**src/logic/pin_mux_pkg.sv**
```systemverilog
package pin_mux_pkg;
   // Register byte offsets
   localparam logic [11:0] PIN_FUNCTION_LOW_OFS = 12'ha90;
   localparam logic [11:0] PIN_FUNCTION_HIGH_OFS = 12'ha94;
   localparam logic [11:0] ALT_CHOICE_OFS = 12'ha98;
   // Pin counts and field layout
   localparam int NUM_PINS = 54;
   localparam int LOW_PINS = 32;
   localparam int HIGH_BITS = 22;
   localparam int SEL_PINS = 16;
   localparam int SEL_W = 2;
   localparam int ADDR_DEC_W = 12;
   // Reset values
   localparam logic [31:0] PIN_FUNCTION_LOW_RST = 32'h0000_0000;
   localparam logic [21:0] PIN_FUNCTION_HIGH_RST = 22'h00_0000;
   localparam logic [31:0] ALT_CHOICE_RST = 32'h0000_0000;
   // Selector codes
   localparam logic [1:0] SEL_SOURCE_ZERO = 2'h0;
   localparam logic [1:0] SEL_SOURCE_ONE = 2'h1;
   // Where a pin is routed
   typedef enum logic [1:0] {
      ROUTE_GPIO,
      ROUTE_ALT_ZERO,
      ROUTE_ALT_ONE,
      ROUTE_NONE
   } route_type;
endpackage : pin_mux_pkg

```
**src/logic/gpio_alt_function_select.sv**
```systemverilog
`timescale 1ns/1ps
`default_nettype none
module gpio_alt_function_select #(
   parameter int ADDR_W = 12
) (
   input wire logic sys_clk_i,
   input wire logic srst_i,
   // APB slave
   input wire logic psel_i,
   input wire logic penable_i,
   input wire logic pwrite_i,
   input wire logic [ADDR_W-1:0] paddr_i,
   input wire logic [31:0] pwdata_i,
   input wire logic [3:0] pstrb_i,
   output logic [31:0] prdata_o,
   output logic pready_o,
   output logic pslverr_o,
   // Core side sources
   input wire logic [53:0] gpio_out_i,
   input wire logic [53:0] gpio_oe_i,
   input wire logic [53:0] alt_source_zero_out_i,
   input wire logic [53:0] alt_source_zero_oe_i,
   input wire logic [53:0] alt_source_one_out_i,
   input wire logic [53:0] alt_source_one_oe_i,
   // Pad side
   input wire logic [53:0] pad_in_i,
   output logic [53:0] pad_out_o,
   output logic [53:0] pad_oe_o,
   // Pad input steered back to its owner
   output logic [53:0] gpio_in_o,
   output logic [53:0] alt_source_zero_in_o,
   output logic [53:0] alt_source_one_in_o,
   // Current function-enable state
   output logic [53:0] pin_function_enable_o
);

   // Elaboration checks
   if (ADDR_W < pin_mux_pkg::ADDR_DEC_W) begin : g_addr_chk
      $error("ADDR_W too narrow for the register offsets");
   end
   if (pin_mux_pkg::LOW_PINS + pin_mux_pkg::HIGH_BITS
       != pin_mux_pkg::NUM_PINS) begin : g_pin_chk
      $error("Pin count does not match register layout");
   end

   // Byte-lane merge of a write
   function automatic logic [31:0] merge_strobe(
      input logic [31:0] old_val,
      input logic [31:0] new_val,
      input logic [3:0] strb
   );
      logic [31:0] res;
      res = old_val;
      for (int b = 0; b < 4; b++) begin
         if (strb[b]) begin
            res[8*b +: 8] = new_val[8*b +: 8];
         end
      end
      return res;
   endfunction : merge_strobe

   // Route of one pin from its enable bit and selector code
   function automatic pin_mux_pkg::route_type pick_route(
      input logic enable,
      input logic [1:0] code
   );
      pin_mux_pkg::route_type r;
      r = pin_mux_pkg::ROUTE_GPIO;
      if (enable) begin
         case (code)
            pin_mux_pkg::SEL_SOURCE_ZERO: r = pin_mux_pkg::ROUTE_ALT_ZERO;
            pin_mux_pkg::SEL_SOURCE_ONE: r = pin_mux_pkg::ROUTE_ALT_ONE;
            default: r = pin_mux_pkg::ROUTE_NONE;
         endcase
      end
      return r;
   endfunction : pick_route

   logic [31:0] pin_function_low_ff;
   logic [21:0] pin_function_high_ff;
   logic [31:0] alt_choice_ff;
   logic [53:0] pad_meta_ff;
   logic [53:0] pad_sync_ff;
   logic [31:0] prdata_ff;
   logic pready_ff;
   logic pslverr_ff;
   logic [53:0] pad_out_ff;
   logic [53:0] pad_oe_ff;
   logic [53:0] gpio_in_ff;
   logic [53:0] alt_zero_in_ff;
   logic [53:0] alt_one_in_ff;
   logic [53:0] enables;
   logic setup_phase;
   logic wr_take;
   logic hit_low;
   logic hit_high;
   logic hit_sel;
   logic [31:0] nxt_prdata;
   logic nxt_pslverr;
   logic [53:0] nxt_pad_out;
   logic [53:0] nxt_pad_oe;
   logic [53:0] nxt_gpio_in;
   logic [53:0] nxt_alt_zero_in;
   logic [53:0] nxt_alt_one_in;
   logic [11:0] dec_addr;
   logic [31:0] high_merged;

   assign enables = {pin_function_high_ff, pin_function_low_ff};

   // Strobe merge of the high register, cut back to its 22 live bits
   assign high_merged = merge_strobe({10'h000, pin_function_high_ff},
      pwdata_i, pstrb_i);

   // Address decode and transfer phases
   assign dec_addr = paddr_i[pin_mux_pkg::ADDR_DEC_W-1:0];
   assign setup_phase = psel_i && !penable_i;
   assign wr_take = psel_i && penable_i && pready_ff && pwrite_i;
   assign hit_low = dec_addr == pin_mux_pkg::PIN_FUNCTION_LOW_OFS;
   assign hit_high = dec_addr == pin_mux_pkg::PIN_FUNCTION_HIGH_OFS;
   assign hit_sel = dec_addr == pin_mux_pkg::ALT_CHOICE_OFS;

   // Read data and error, prepared in setup
   always_comb begin
      nxt_prdata = 32'h0000_0000;
      nxt_pslverr = 1'b0;
      if (hit_low) begin
         nxt_prdata = pin_function_low_ff;
      end else if (hit_high) begin
         nxt_prdata = {10'h000, pin_function_high_ff};
      end else if (hit_sel) begin
         nxt_prdata = alt_choice_ff;
      end else begin
         nxt_pslverr = 1'b1;
      end
      if (pwrite_i) begin
         nxt_prdata = 32'h0000_0000;
      end
   end

   // APB answer, one wait-free access cycle
   always_ff @(posedge sys_clk_i) begin
      if (srst_i) begin
         pready_ff <= 1'b0;
         pslverr_ff <= 1'b0;
         prdata_ff <= 32'h0000_0000;
      end else begin
         pready_ff <= setup_phase;
         if (setup_phase) begin
            pslverr_ff <= nxt_pslverr;
            prdata_ff <= nxt_prdata;
         end
      end
   end

   // Low function-enable register
   always_ff @(posedge sys_clk_i) begin
      if (srst_i) begin
         pin_function_low_ff <= pin_mux_pkg::PIN_FUNCTION_LOW_RST;
      end else if (wr_take && hit_low) begin
         pin_function_low_ff <= merge_strobe(pin_function_low_ff,
            pwdata_i, pstrb_i);
      end
   end

   // High function-enable register, upper bits dropped
   always_ff @(posedge sys_clk_i) begin
      if (srst_i) begin
         pin_function_high_ff <= pin_mux_pkg::PIN_FUNCTION_HIGH_RST;
      end else if (wr_take && hit_high) begin
         pin_function_high_ff <= high_merged[21:0];
      end
   end

   // Selector register for pins 0 to 15
   always_ff @(posedge sys_clk_i) begin
      if (srst_i) begin
         alt_choice_ff <= pin_mux_pkg::ALT_CHOICE_RST;
      end else if (wr_take && hit_sel) begin
         alt_choice_ff <= merge_strobe(alt_choice_ff, pwdata_i,
            pstrb_i);
      end
   end

   // Two-stage synchroniser on pad inputs
   always_ff @(posedge sys_clk_i) begin
      if (srst_i) begin
         pad_meta_ff <= '0;
         pad_sync_ff <= '0;
      end else begin
         pad_meta_ff <= pad_in_i;
         pad_sync_ff <= pad_meta_ff;
      end
   end

   // Per-pin multiplexer
   always_comb begin
      pin_mux_pkg::route_type rt;
      logic [1:0] code;
      rt = pin_mux_pkg::ROUTE_GPIO;
      code = pin_mux_pkg::SEL_SOURCE_ZERO;
      nxt_pad_out = '0;
      nxt_pad_oe = '0;
      nxt_gpio_in = '0;
      nxt_alt_zero_in = '0;
      nxt_alt_one_in = '0;
      for (int p = 0; p < pin_mux_pkg::NUM_PINS; p++) begin
         // Pins above 15 have no selector here and use source zero
         code = pin_mux_pkg::SEL_SOURCE_ZERO;
         if (p < pin_mux_pkg::SEL_PINS) begin
            code = alt_choice_ff[pin_mux_pkg::SEL_W*p +: 2];
         end
         rt = pick_route(enables[p], code);
         case (rt)
            pin_mux_pkg::ROUTE_GPIO: begin
               nxt_pad_out[p] = gpio_out_i[p];
               nxt_pad_oe[p] = gpio_oe_i[p];
               nxt_gpio_in[p] = pad_sync_ff[p];
            end
            pin_mux_pkg::ROUTE_ALT_ZERO: begin
               nxt_pad_out[p] = alt_source_zero_out_i[p];
               nxt_pad_oe[p] = alt_source_zero_oe_i[p];
               nxt_alt_zero_in[p] = pad_sync_ff[p];
            end
            pin_mux_pkg::ROUTE_ALT_ONE: begin
               nxt_pad_out[p] = alt_source_one_out_i[p];
               nxt_pad_oe[p] = alt_source_one_oe_i[p];
               nxt_alt_one_in[p] = pad_sync_ff[p];
            end
            default: begin
               // Reserved code: pad left undriven
               nxt_pad_out[p] = 1'b0;
               nxt_pad_oe[p] = 1'b0;
            end
         endcase
      end
   end

   // Registered pad and owner outputs
   always_ff @(posedge sys_clk_i) begin
      if (srst_i) begin
         pad_out_ff <= '0;
         pad_oe_ff <= '0;
         gpio_in_ff <= '0;
         alt_zero_in_ff <= '0;
         alt_one_in_ff <= '0;
      end else begin
         pad_out_ff <= nxt_pad_out;
         pad_oe_ff <= nxt_pad_oe;
         gpio_in_ff <= nxt_gpio_in;
         alt_zero_in_ff <= nxt_alt_zero_in;
         alt_one_in_ff <= nxt_alt_one_in;
      end
   end

   assign prdata_o = prdata_ff;
   assign pready_o = pready_ff;
   assign pslverr_o = pslverr_ff;
   assign pad_out_o = pad_out_ff;
   assign pad_oe_o = pad_oe_ff;
   assign gpio_in_o = gpio_in_ff;
   assign alt_source_zero_in_o = alt_zero_in_ff;
   assign alt_source_one_in_o = alt_one_in_ff;
   assign pin_function_enable_o = enables;

   // Checks
   chk_low_write: assert property (@(posedge sys_clk_i) disable iff (srst_i)
      wr_take && hit_low && pstrb_i == 4'hf
      |=> pin_function_low_ff == $past(pwdata_i))
      else $error("Low enable register missed a full write");

   chk_high_read: assert property (@(posedge sys_clk_i) disable iff (srst_i)
      setup_phase && hit_high && !pwrite_i
      |=> prdata_o[31:22] == 10'h000 && pready_o)
      else $error("Reserved high bits read as nonzero");

   chk_gpio_route: assert property (@(posedge sys_clk_i) disable iff (srst_i)
      !enables[0] |=> pad_out_o[0] == $past(gpio_out_i[0])
      && pad_oe_o[0] == $past(gpio_oe_i[0]))
      else $error("Disabled pin 0 not driven by gpio");

   chk_alt_one: assert property (@(posedge sys_clk_i) disable iff (srst_i)
      enables[0] && alt_choice_ff[1:0] == 2'h1
      |=> pad_out_o[0] == $past(alt_source_one_out_i[0]))
      else $error("Pin 0 not on alternate source one");

   chk_alt_zero: assert property (@(posedge sys_clk_i) disable iff (srst_i)
      enables[3] && alt_choice_ff[7:6] == 2'h0
      |=> pad_oe_o[3] == $past(alt_source_zero_oe_i[3]))
      else $error("Pin 3 not on alternate source zero");

   chk_sel_ignored: assert property (@(posedge sys_clk_i) disable iff (srst_i)
      !enables[1] && alt_choice_ff[3:2] != 2'h0
      |=> pad_oe_o[1] == $past(gpio_oe_i[1])
      && alt_source_one_in_o[1] == 1'b0)
      else $error("Selector acted on a gpio pin");

   chk_field_pack: assert property (@(posedge sys_clk_i) disable iff (srst_i)
      wr_take && hit_sel && pstrb_i[3]
      |=> alt_choice_ff[31:30] == $past(pwdata_i[31:30]))
      else $error("Pin 15 selector field misplaced");

   chk_reset_zero: assert property (@(posedge sys_clk_i)
      $past(srst_i) && !srst_i
      |-> enables == '0 && alt_choice_ff == '0)
      else $error("Registers not zero after reset");

   chk_unmapped_err: assert property (@(posedge sys_clk_i)
      disable iff (srst_i)
      setup_phase && !hit_low && !hit_high && !hit_sel
      |=> pslverr_o && pready_o ##1 !pready_o)
      else $error("Unmapped access not answered with error");

   // Main scenarios
   cov_alt_one: cover property (@(posedge sys_clk_i) disable iff (srst_i)
      enables[0] && alt_choice_ff[1:0] == 2'h1 ##1 pad_oe_o[0]);
   cov_high_write: cover property (@(posedge sys_clk_i) disable iff (srst_i)
      wr_take && hit_high);
   cov_reserved: cover property (@(posedge sys_clk_i) disable iff (srst_i)
      enables[2] && alt_choice_ff[5:4] == 2'h3);
   cov_error: cover property (@(posedge sys_clk_i) disable iff (srst_i)
      pready_o && pslverr_o);

endmodule : gpio_alt_function_select
`default_nettype wire

```
**config.mk**
```make
export PLATFORM = sky130hd
export DESIGN_NAME = gpio_alt_function_select
export DESIGN_NICKNAME = d
export VERILOG_FILES = /design/src/logic/pin_mux_pkg.sv /design/src/logic/gpio_alt_function_select.sv
export SDC_FILE = /design/constraint.sdc
export NUM_CORES = 1
export LEC_CHECK = 0
export ABC_CLOCK_PERIOD_IN_PS = 1600
export BUFFER_PORTS_ARGS = -buffer_cell sky130_fd_sc_hd__buf_2
export CAP_MARGIN = 20
export CORE_AREA = 3 3 310 312
export DETAILED_ROUTE_END_ITERATION = 8
export DIE_AREA = 0 0 313 315
export PLACE_DENSITY = 0.37
export SETUP_SLACK_MARGIN = 0.3
export SYNTH_ARGS = -nofsm -noshare
export SYNTH_HDL_FRONTEND = slang
export SYNTH_SLANG_ARGS = --single-unit
```
**constraint.sdc**
```tcl
create_clock -name sys_clk_i -period 1.6 [get_ports sys_clk_i]
set_input_delay 0.16 -clock sys_clk_i [delete_from_list [all_inputs] [get_ports sys_clk_i]]
set_output_delay 0.16 -clock sys_clk_i [all_outputs]
set_load 0.05 [all_outputs]
```
### Word-level counts from Yosys, hierarchy flattened

Cells that the tools add are included.
W data, S select, Z words.

| cells by class | value |
|---|---|
| equality and inequality tests | 127 |
| muxes and demuxes | 185 |
| bitwise gates (word level) | 162 |
| reductions and logical operators | 251 |

Operators with widths:

| operator | number |
|---|---|
| $pmux W1 S3 | 108 |
| $reduce_or A2 Y1 | 162 |
| $not A1 Y1 | 162 |
| $eq A2 B1 Y1 const B | 70 |
| $logic_not A2 Y1 | 70 |
| $mux W32 | 4 |
| $eq A2 B2 Y1 const B | 54 |
| $pmux W2 S2 | 16 |
| $mux W1 | 41 |
| $eq A12 B12 Y1 const B | 3 |
| $mux W2 | 16 |
| $reduce_and A2 Y1 | 11 |
| $logic_and A1 B1 Y1 | 7 |
| $logic_not A1 Y1 | 1 |

| word-level totals | value |
|---|---|
| register bits after elaboration | 498 |
| input port bits | 431 |
| output and inout bits | 358 |
| word-level logic and storage cells | 905 |

### Longest topological paths before layout

| logic depth | value |
|---|---|
| word-level depth | 6 |
| depth in mapped cells | 6 |
| depth with buffers taken out | 4 |

### Worst setup path after synthesis

OpenSTA, ideal clock, no wires.

| timing path | value |
|---|---|
| kind | reg2reg |
| start point | register pready_ff, in the netlist pready_o |
| end point | register pin_function_low_ff[22] |
| setup time | 0.129 ns |
| data arrival time | 1.908 ns |
| required time | 1.471 ns |
| setup slack | -0.437 ns |
| cell stages (with the launch flop) | 6 |
| path buffers | 1 |
| period minus slack after synthesis | 2.037 ns |
| cell sequence | dfxtp_1 nand4_1 or4_1 buf_2 o21ai_1 a21oi_1 |

| between the ends | value |
|---|---|
| word-level cells in the longest chain between the ends | 4 |

RTL lines:

| what | line | RTL |
|---|---|---|
| from (decl) | gpio_alt_function_select.sv:85 | `logic pready_ff;` |
| from (signal assigned) | gpio_alt_function_select.sv:147 | `pready_ff <= setup_phase;` |
| $logic_and A1 B1 Y1 (2 in series) | gpio_alt_function_select.sv:117 | `assign wr_take = psel_i && penable_i && pready_ff && pwrite_i;` |
| $logic_and A1 B1 Y1 | gpio_alt_function_select.sv:159 | `end else if (wr_take && hit_low) begin` |
| $reduce_and A2 Y1 (no source line) | -- |  |
| to (signal assigned) | gpio_alt_function_select.sv:158 | `pin_function_low_ff <= pin_mux_pkg::PIN_FUNCTION_LOW_RST;` |
| to (signal assigned) | gpio_alt_function_select.sv:160 | `pin_function_low_ff <= merge_strobe(pin_function_low_ff,` |
| to (decl) | gpio_alt_function_select.sv:79 | `logic [31:0] pin_function_low_ff;` |

No other way between the ends.
A chain may end at the register's enable or synchronous reset.

### Final worst setup path

| timing path | value |
|---|---|
| start point | register pready_ff, in the netlist pready_o |
| end point | register pin_function_low_ff[25] |

The elaborated chain is that of the path after synthesis.

==> impl_metrics.py <==
metrics = {
    "sta": {
        "slew_headroom_pct": 27.5,
        "setup_viol": 24,
        "rsz0062_at_grt": "true",
        "layout_setup_ws_ns": -0.0901,
        "worstMarginPinSlew_ns": 1.08,
        "hold_violations": 0,
        "fin_crit_sh_pct": 106,
        "report.final.slew_viol_count": 0,
        "fmax_mhz": 592,
        "min_period_ns": 1.69,
        "skew_ns": 0.0204,
    },
    "final_layout": {
        "fin_nets": 3139,
        "area_delta_synth_final_pct": 95.3,
        "fin_util_pct": 33.5,
        "design_area_mm2": 0.0312,
        "drive_above_1_share_pct": 49.0,
        "fillCellCount": 9501,
        "stdcell_count": 4020,
    },
    "cts": {
        "cts.sinks": 460,
        "cts_tree": "built",
        "root_buffer": "clkbuf_16",
        "htreeDepth": 2,
        "clkLatencyLatePin_ns": 0.61,
        "clock_path_buffers": 3,
        "numCtsBuffers": 56,
        "path_clk_slew_ns": 0.06,
    },
    "detailed_routing": {
        "vias": 15800,
        "drt_iter0_drc": 644,
        "drc_errors": 0,
        "routed_wl_um": 85300,
        "antenna_left": 0,
        "wl_per_cell_um": 21.2,
        "drtPass1Iterations": 5,
        "via_per_inst": 3.94,
    },
    "min_path": {
        "hold_class": "primary input to flip-flop",
        "hold_end": "pad_oe_o[6]",
        "worst_hold_startpoint": "alt_source_one_oe_i[6]",
        "hold_depth": 5,
    },
    "grt": {
        "gr-total-overflow": 0,
        "track_usage_pct": 16.5,
        "grt_max_degree": 86,
        "antenna_found_initial": 11,
        "grt_pass1_vias": 16700,
        "grt_pass1_wl_um": 118000,
    },
    "power_and_ir_drop": {
        "power_leakage_nw": 13.4,
        "totalPowerFinal_mw": 29.2,
        "pwr_density_cell_mw_per_mm2": 936,
        "vdd_drop_max_uv": 752,
    },
    "synthesis": {
        "post-synth-top-area-fraction_pct": 57.6,
        "synth-seq-area-share_pct": 57.6,
        "syn_inst": 1537,
        "syn-cell-area_mm2": 0.0160,
        "synthTopCellsByCount": "460 x dfxtp_1, 176 x mux2i_1, 163 x nor2_1, 141 x nand2_1, 109 x nor2b_1",
        "synthTopCellsByArea": "dfxtp_1 58%, mux2i_1 11%, nor2b_1 4.3%, nor2_1 3.8%, nand2_1 3.3%",
        "yosys_warnings": 0,
        "syn_avg_cell_area_um2": 10.4,
        "yosysTopAreaCell": "dfxtp_1",
        "yosysUniqueCellTypes": 46,
        "synth_most_common_cell": "dfxtp_1",
        "synth.ff_latch_count": 460,
        "async_reset_ff_share_pct": 0,
        "synthFlopType": "dfxtp_1",
        "synth-edff-count": 0,
    },
    "worst_setup_path": {
        "worstReg2RegStart": "pready_o",
        "critPathLaunchType": "flip-flop",
        "timing.rr.end": "pin_function_low_ff[25]",
        "cp_max_fo": 5,
        "endpoint_kind": "flip-flop",
        "crit_required_ns": 2.07,
        "cp_top_family": "simple AND/OR/NAND/NOR gates",
        "slowest_delay_ns": 0.48,
        "r2r_slack_ns": -0.09,
        "arrival_ns": 2.16,
        "crit_type": "flip-flop to flip-flop",
        "slowest_stage": "or4_4",
        "reg2reg_depth": 6,
        "path_cells": "nand4_1, buf_4, or4_4, buf_8, o21ai_2, a21oi_2",
        "critPathBufInv": 2,
    },
    "die": {
        "die_area_mm2": 0.0986,
        "initial_core_util_pct": 17.1,
        "die_y_um": 315,
        "io_pins": 789,
        "fp.dieW_um": 313,
        "rows": 112,
        "core_mm2": 0.0933,
    },
    "run_status": {
        "violations": "setup timing",
        "status": "finished, violations left",
    },
    "flow_run": {
        "cap_violations": 0,
    },
    "placement": {
        "place_inst": 3492,
        "placed_cell_area_mm2": 0.0215,
        "hpwl_um": 59200,
        "place.gp.congestion": 0.839,
        "port_buffers": 674,
        "dp_slack_ns": -0.480,
    },
}
## stage by stage
stage                     setup TNS [ns]  hold slack [ns]
after detailed placement          -41.24            0.375
final                             -0.604           0.0511
after CTS                          -1.16          0.00447
after floorplan                    -2.59            0.288
after global placement            -39.47            0.375
after global routing               -4.96           0.0649
## layout make-up
cell class,count,area [µm²],share of cell area (%)
repair buffers,1205,11300,36.3
flip-flops and latches,460,9670,31.0
multi-input cells,970,6540,20.9
clock buffers,80,1650,5.29
well taps,1254,1570,5.02
clock inverters,24,380,1.22
inverters,15,61.3,0.196
diodes,12,30.0,0.0961
## state kept, by name (all words and copies together), names as in the netlist
register,count
pin_function_low_ff,32
pad_out_o,54
gpio_in_o,54
pad_sync_ff,54
pin_function_high_ff,22
prdata_o,32
pad_meta_ff,54
alt_source_zero_in_o,54
pslverr_o,1
alt_source_one_in_o,16
pready_o,1
alt_choice_ff,32
pad_oe_o,54
## worst min-delay path: stages
cell and delay [ns]:
buf_2 0.08, mux2i_1 0.09, nor3_1 0.14, a21oi_1 0.07, nor2_1 0.07
## per-layer routing
layer | up-vias | GRT usage, % | share of wire [%]
met5 | - | 0 | 0.015
met4 | 2 | 3.72 | 2.2
met3 | 118 | 4.65 | 7.1
met2 | 580 | 26.8 | 46
met1 | 7618 | 21.7 | 44
li1 | 7504 | - | -
## power by group
| group | total (mW) | switching (mW) | internal [mW] |
|---|---|---|---|
| Combinational | 3.39 | 1.83 | 1.56 |
| Sequential | 11.9 | 0.144 | 11.7 |
| Clock | 14.0 | 5.32 | 8.64 |
## what timing repair did
item	4_1_cts	5_1_grt
cloned	1	1
pin swaps	6	13
gates resized for setup	802	610
endpoints found under the setup margin	410	391
hold buffers	327	0
buffers inserted	62	21
hold endpoints to repair	248	0
## cells by family after synthesis
| group | after synthesis | share of synthesized area (%) |
|---|---|---|
| flops | 460 | 57.6 |
| buf+inv | 144 | 4.91 |
| other cells | 1 | 0.0234 |
| mux | 176 | 11.0 |
| compound gates | 132 | 5.66 |
| simple gates | 624 | 20.8 |
## worst max path at each step
stage                     start                 endpoint  slack, ns  depth (start not counted)
detailed placement  paddr_i[10]  pin_function_low_ff[25]      -0.48                          7
global placement    paddr_i[10]  pin_function_low_ff[31]      -0.48                          7
global route           pready_o  pin_function_low_ff[25]      -0.14                          6
floorplan              pready_o  pin_function_low_ff[22]      -0.09                          5
CTS                    pready_o  pin_function_low_ff[25]      -0.07                          6
finish                 pready_o  pin_function_low_ff[25]      -0.09                          6
## layout by cell type (no fill, tap or decap), types with 38 or more instances in the layout
cell type        n
nor2_1         162
dfxtp_2        244
nand2_1        140
conb_1          38
and3_1          42
buf_2          353
dfxtp_1        174
nor2b_1        109
buf_8          169
clkbuf_16       58
buf_4          161
dfxtp_4         42
dlygate4sd3_1  327
nor3b_1         38
mux2i_1        168
buf_6          157
Note: power is estimated with default switching activity, not from simulation.
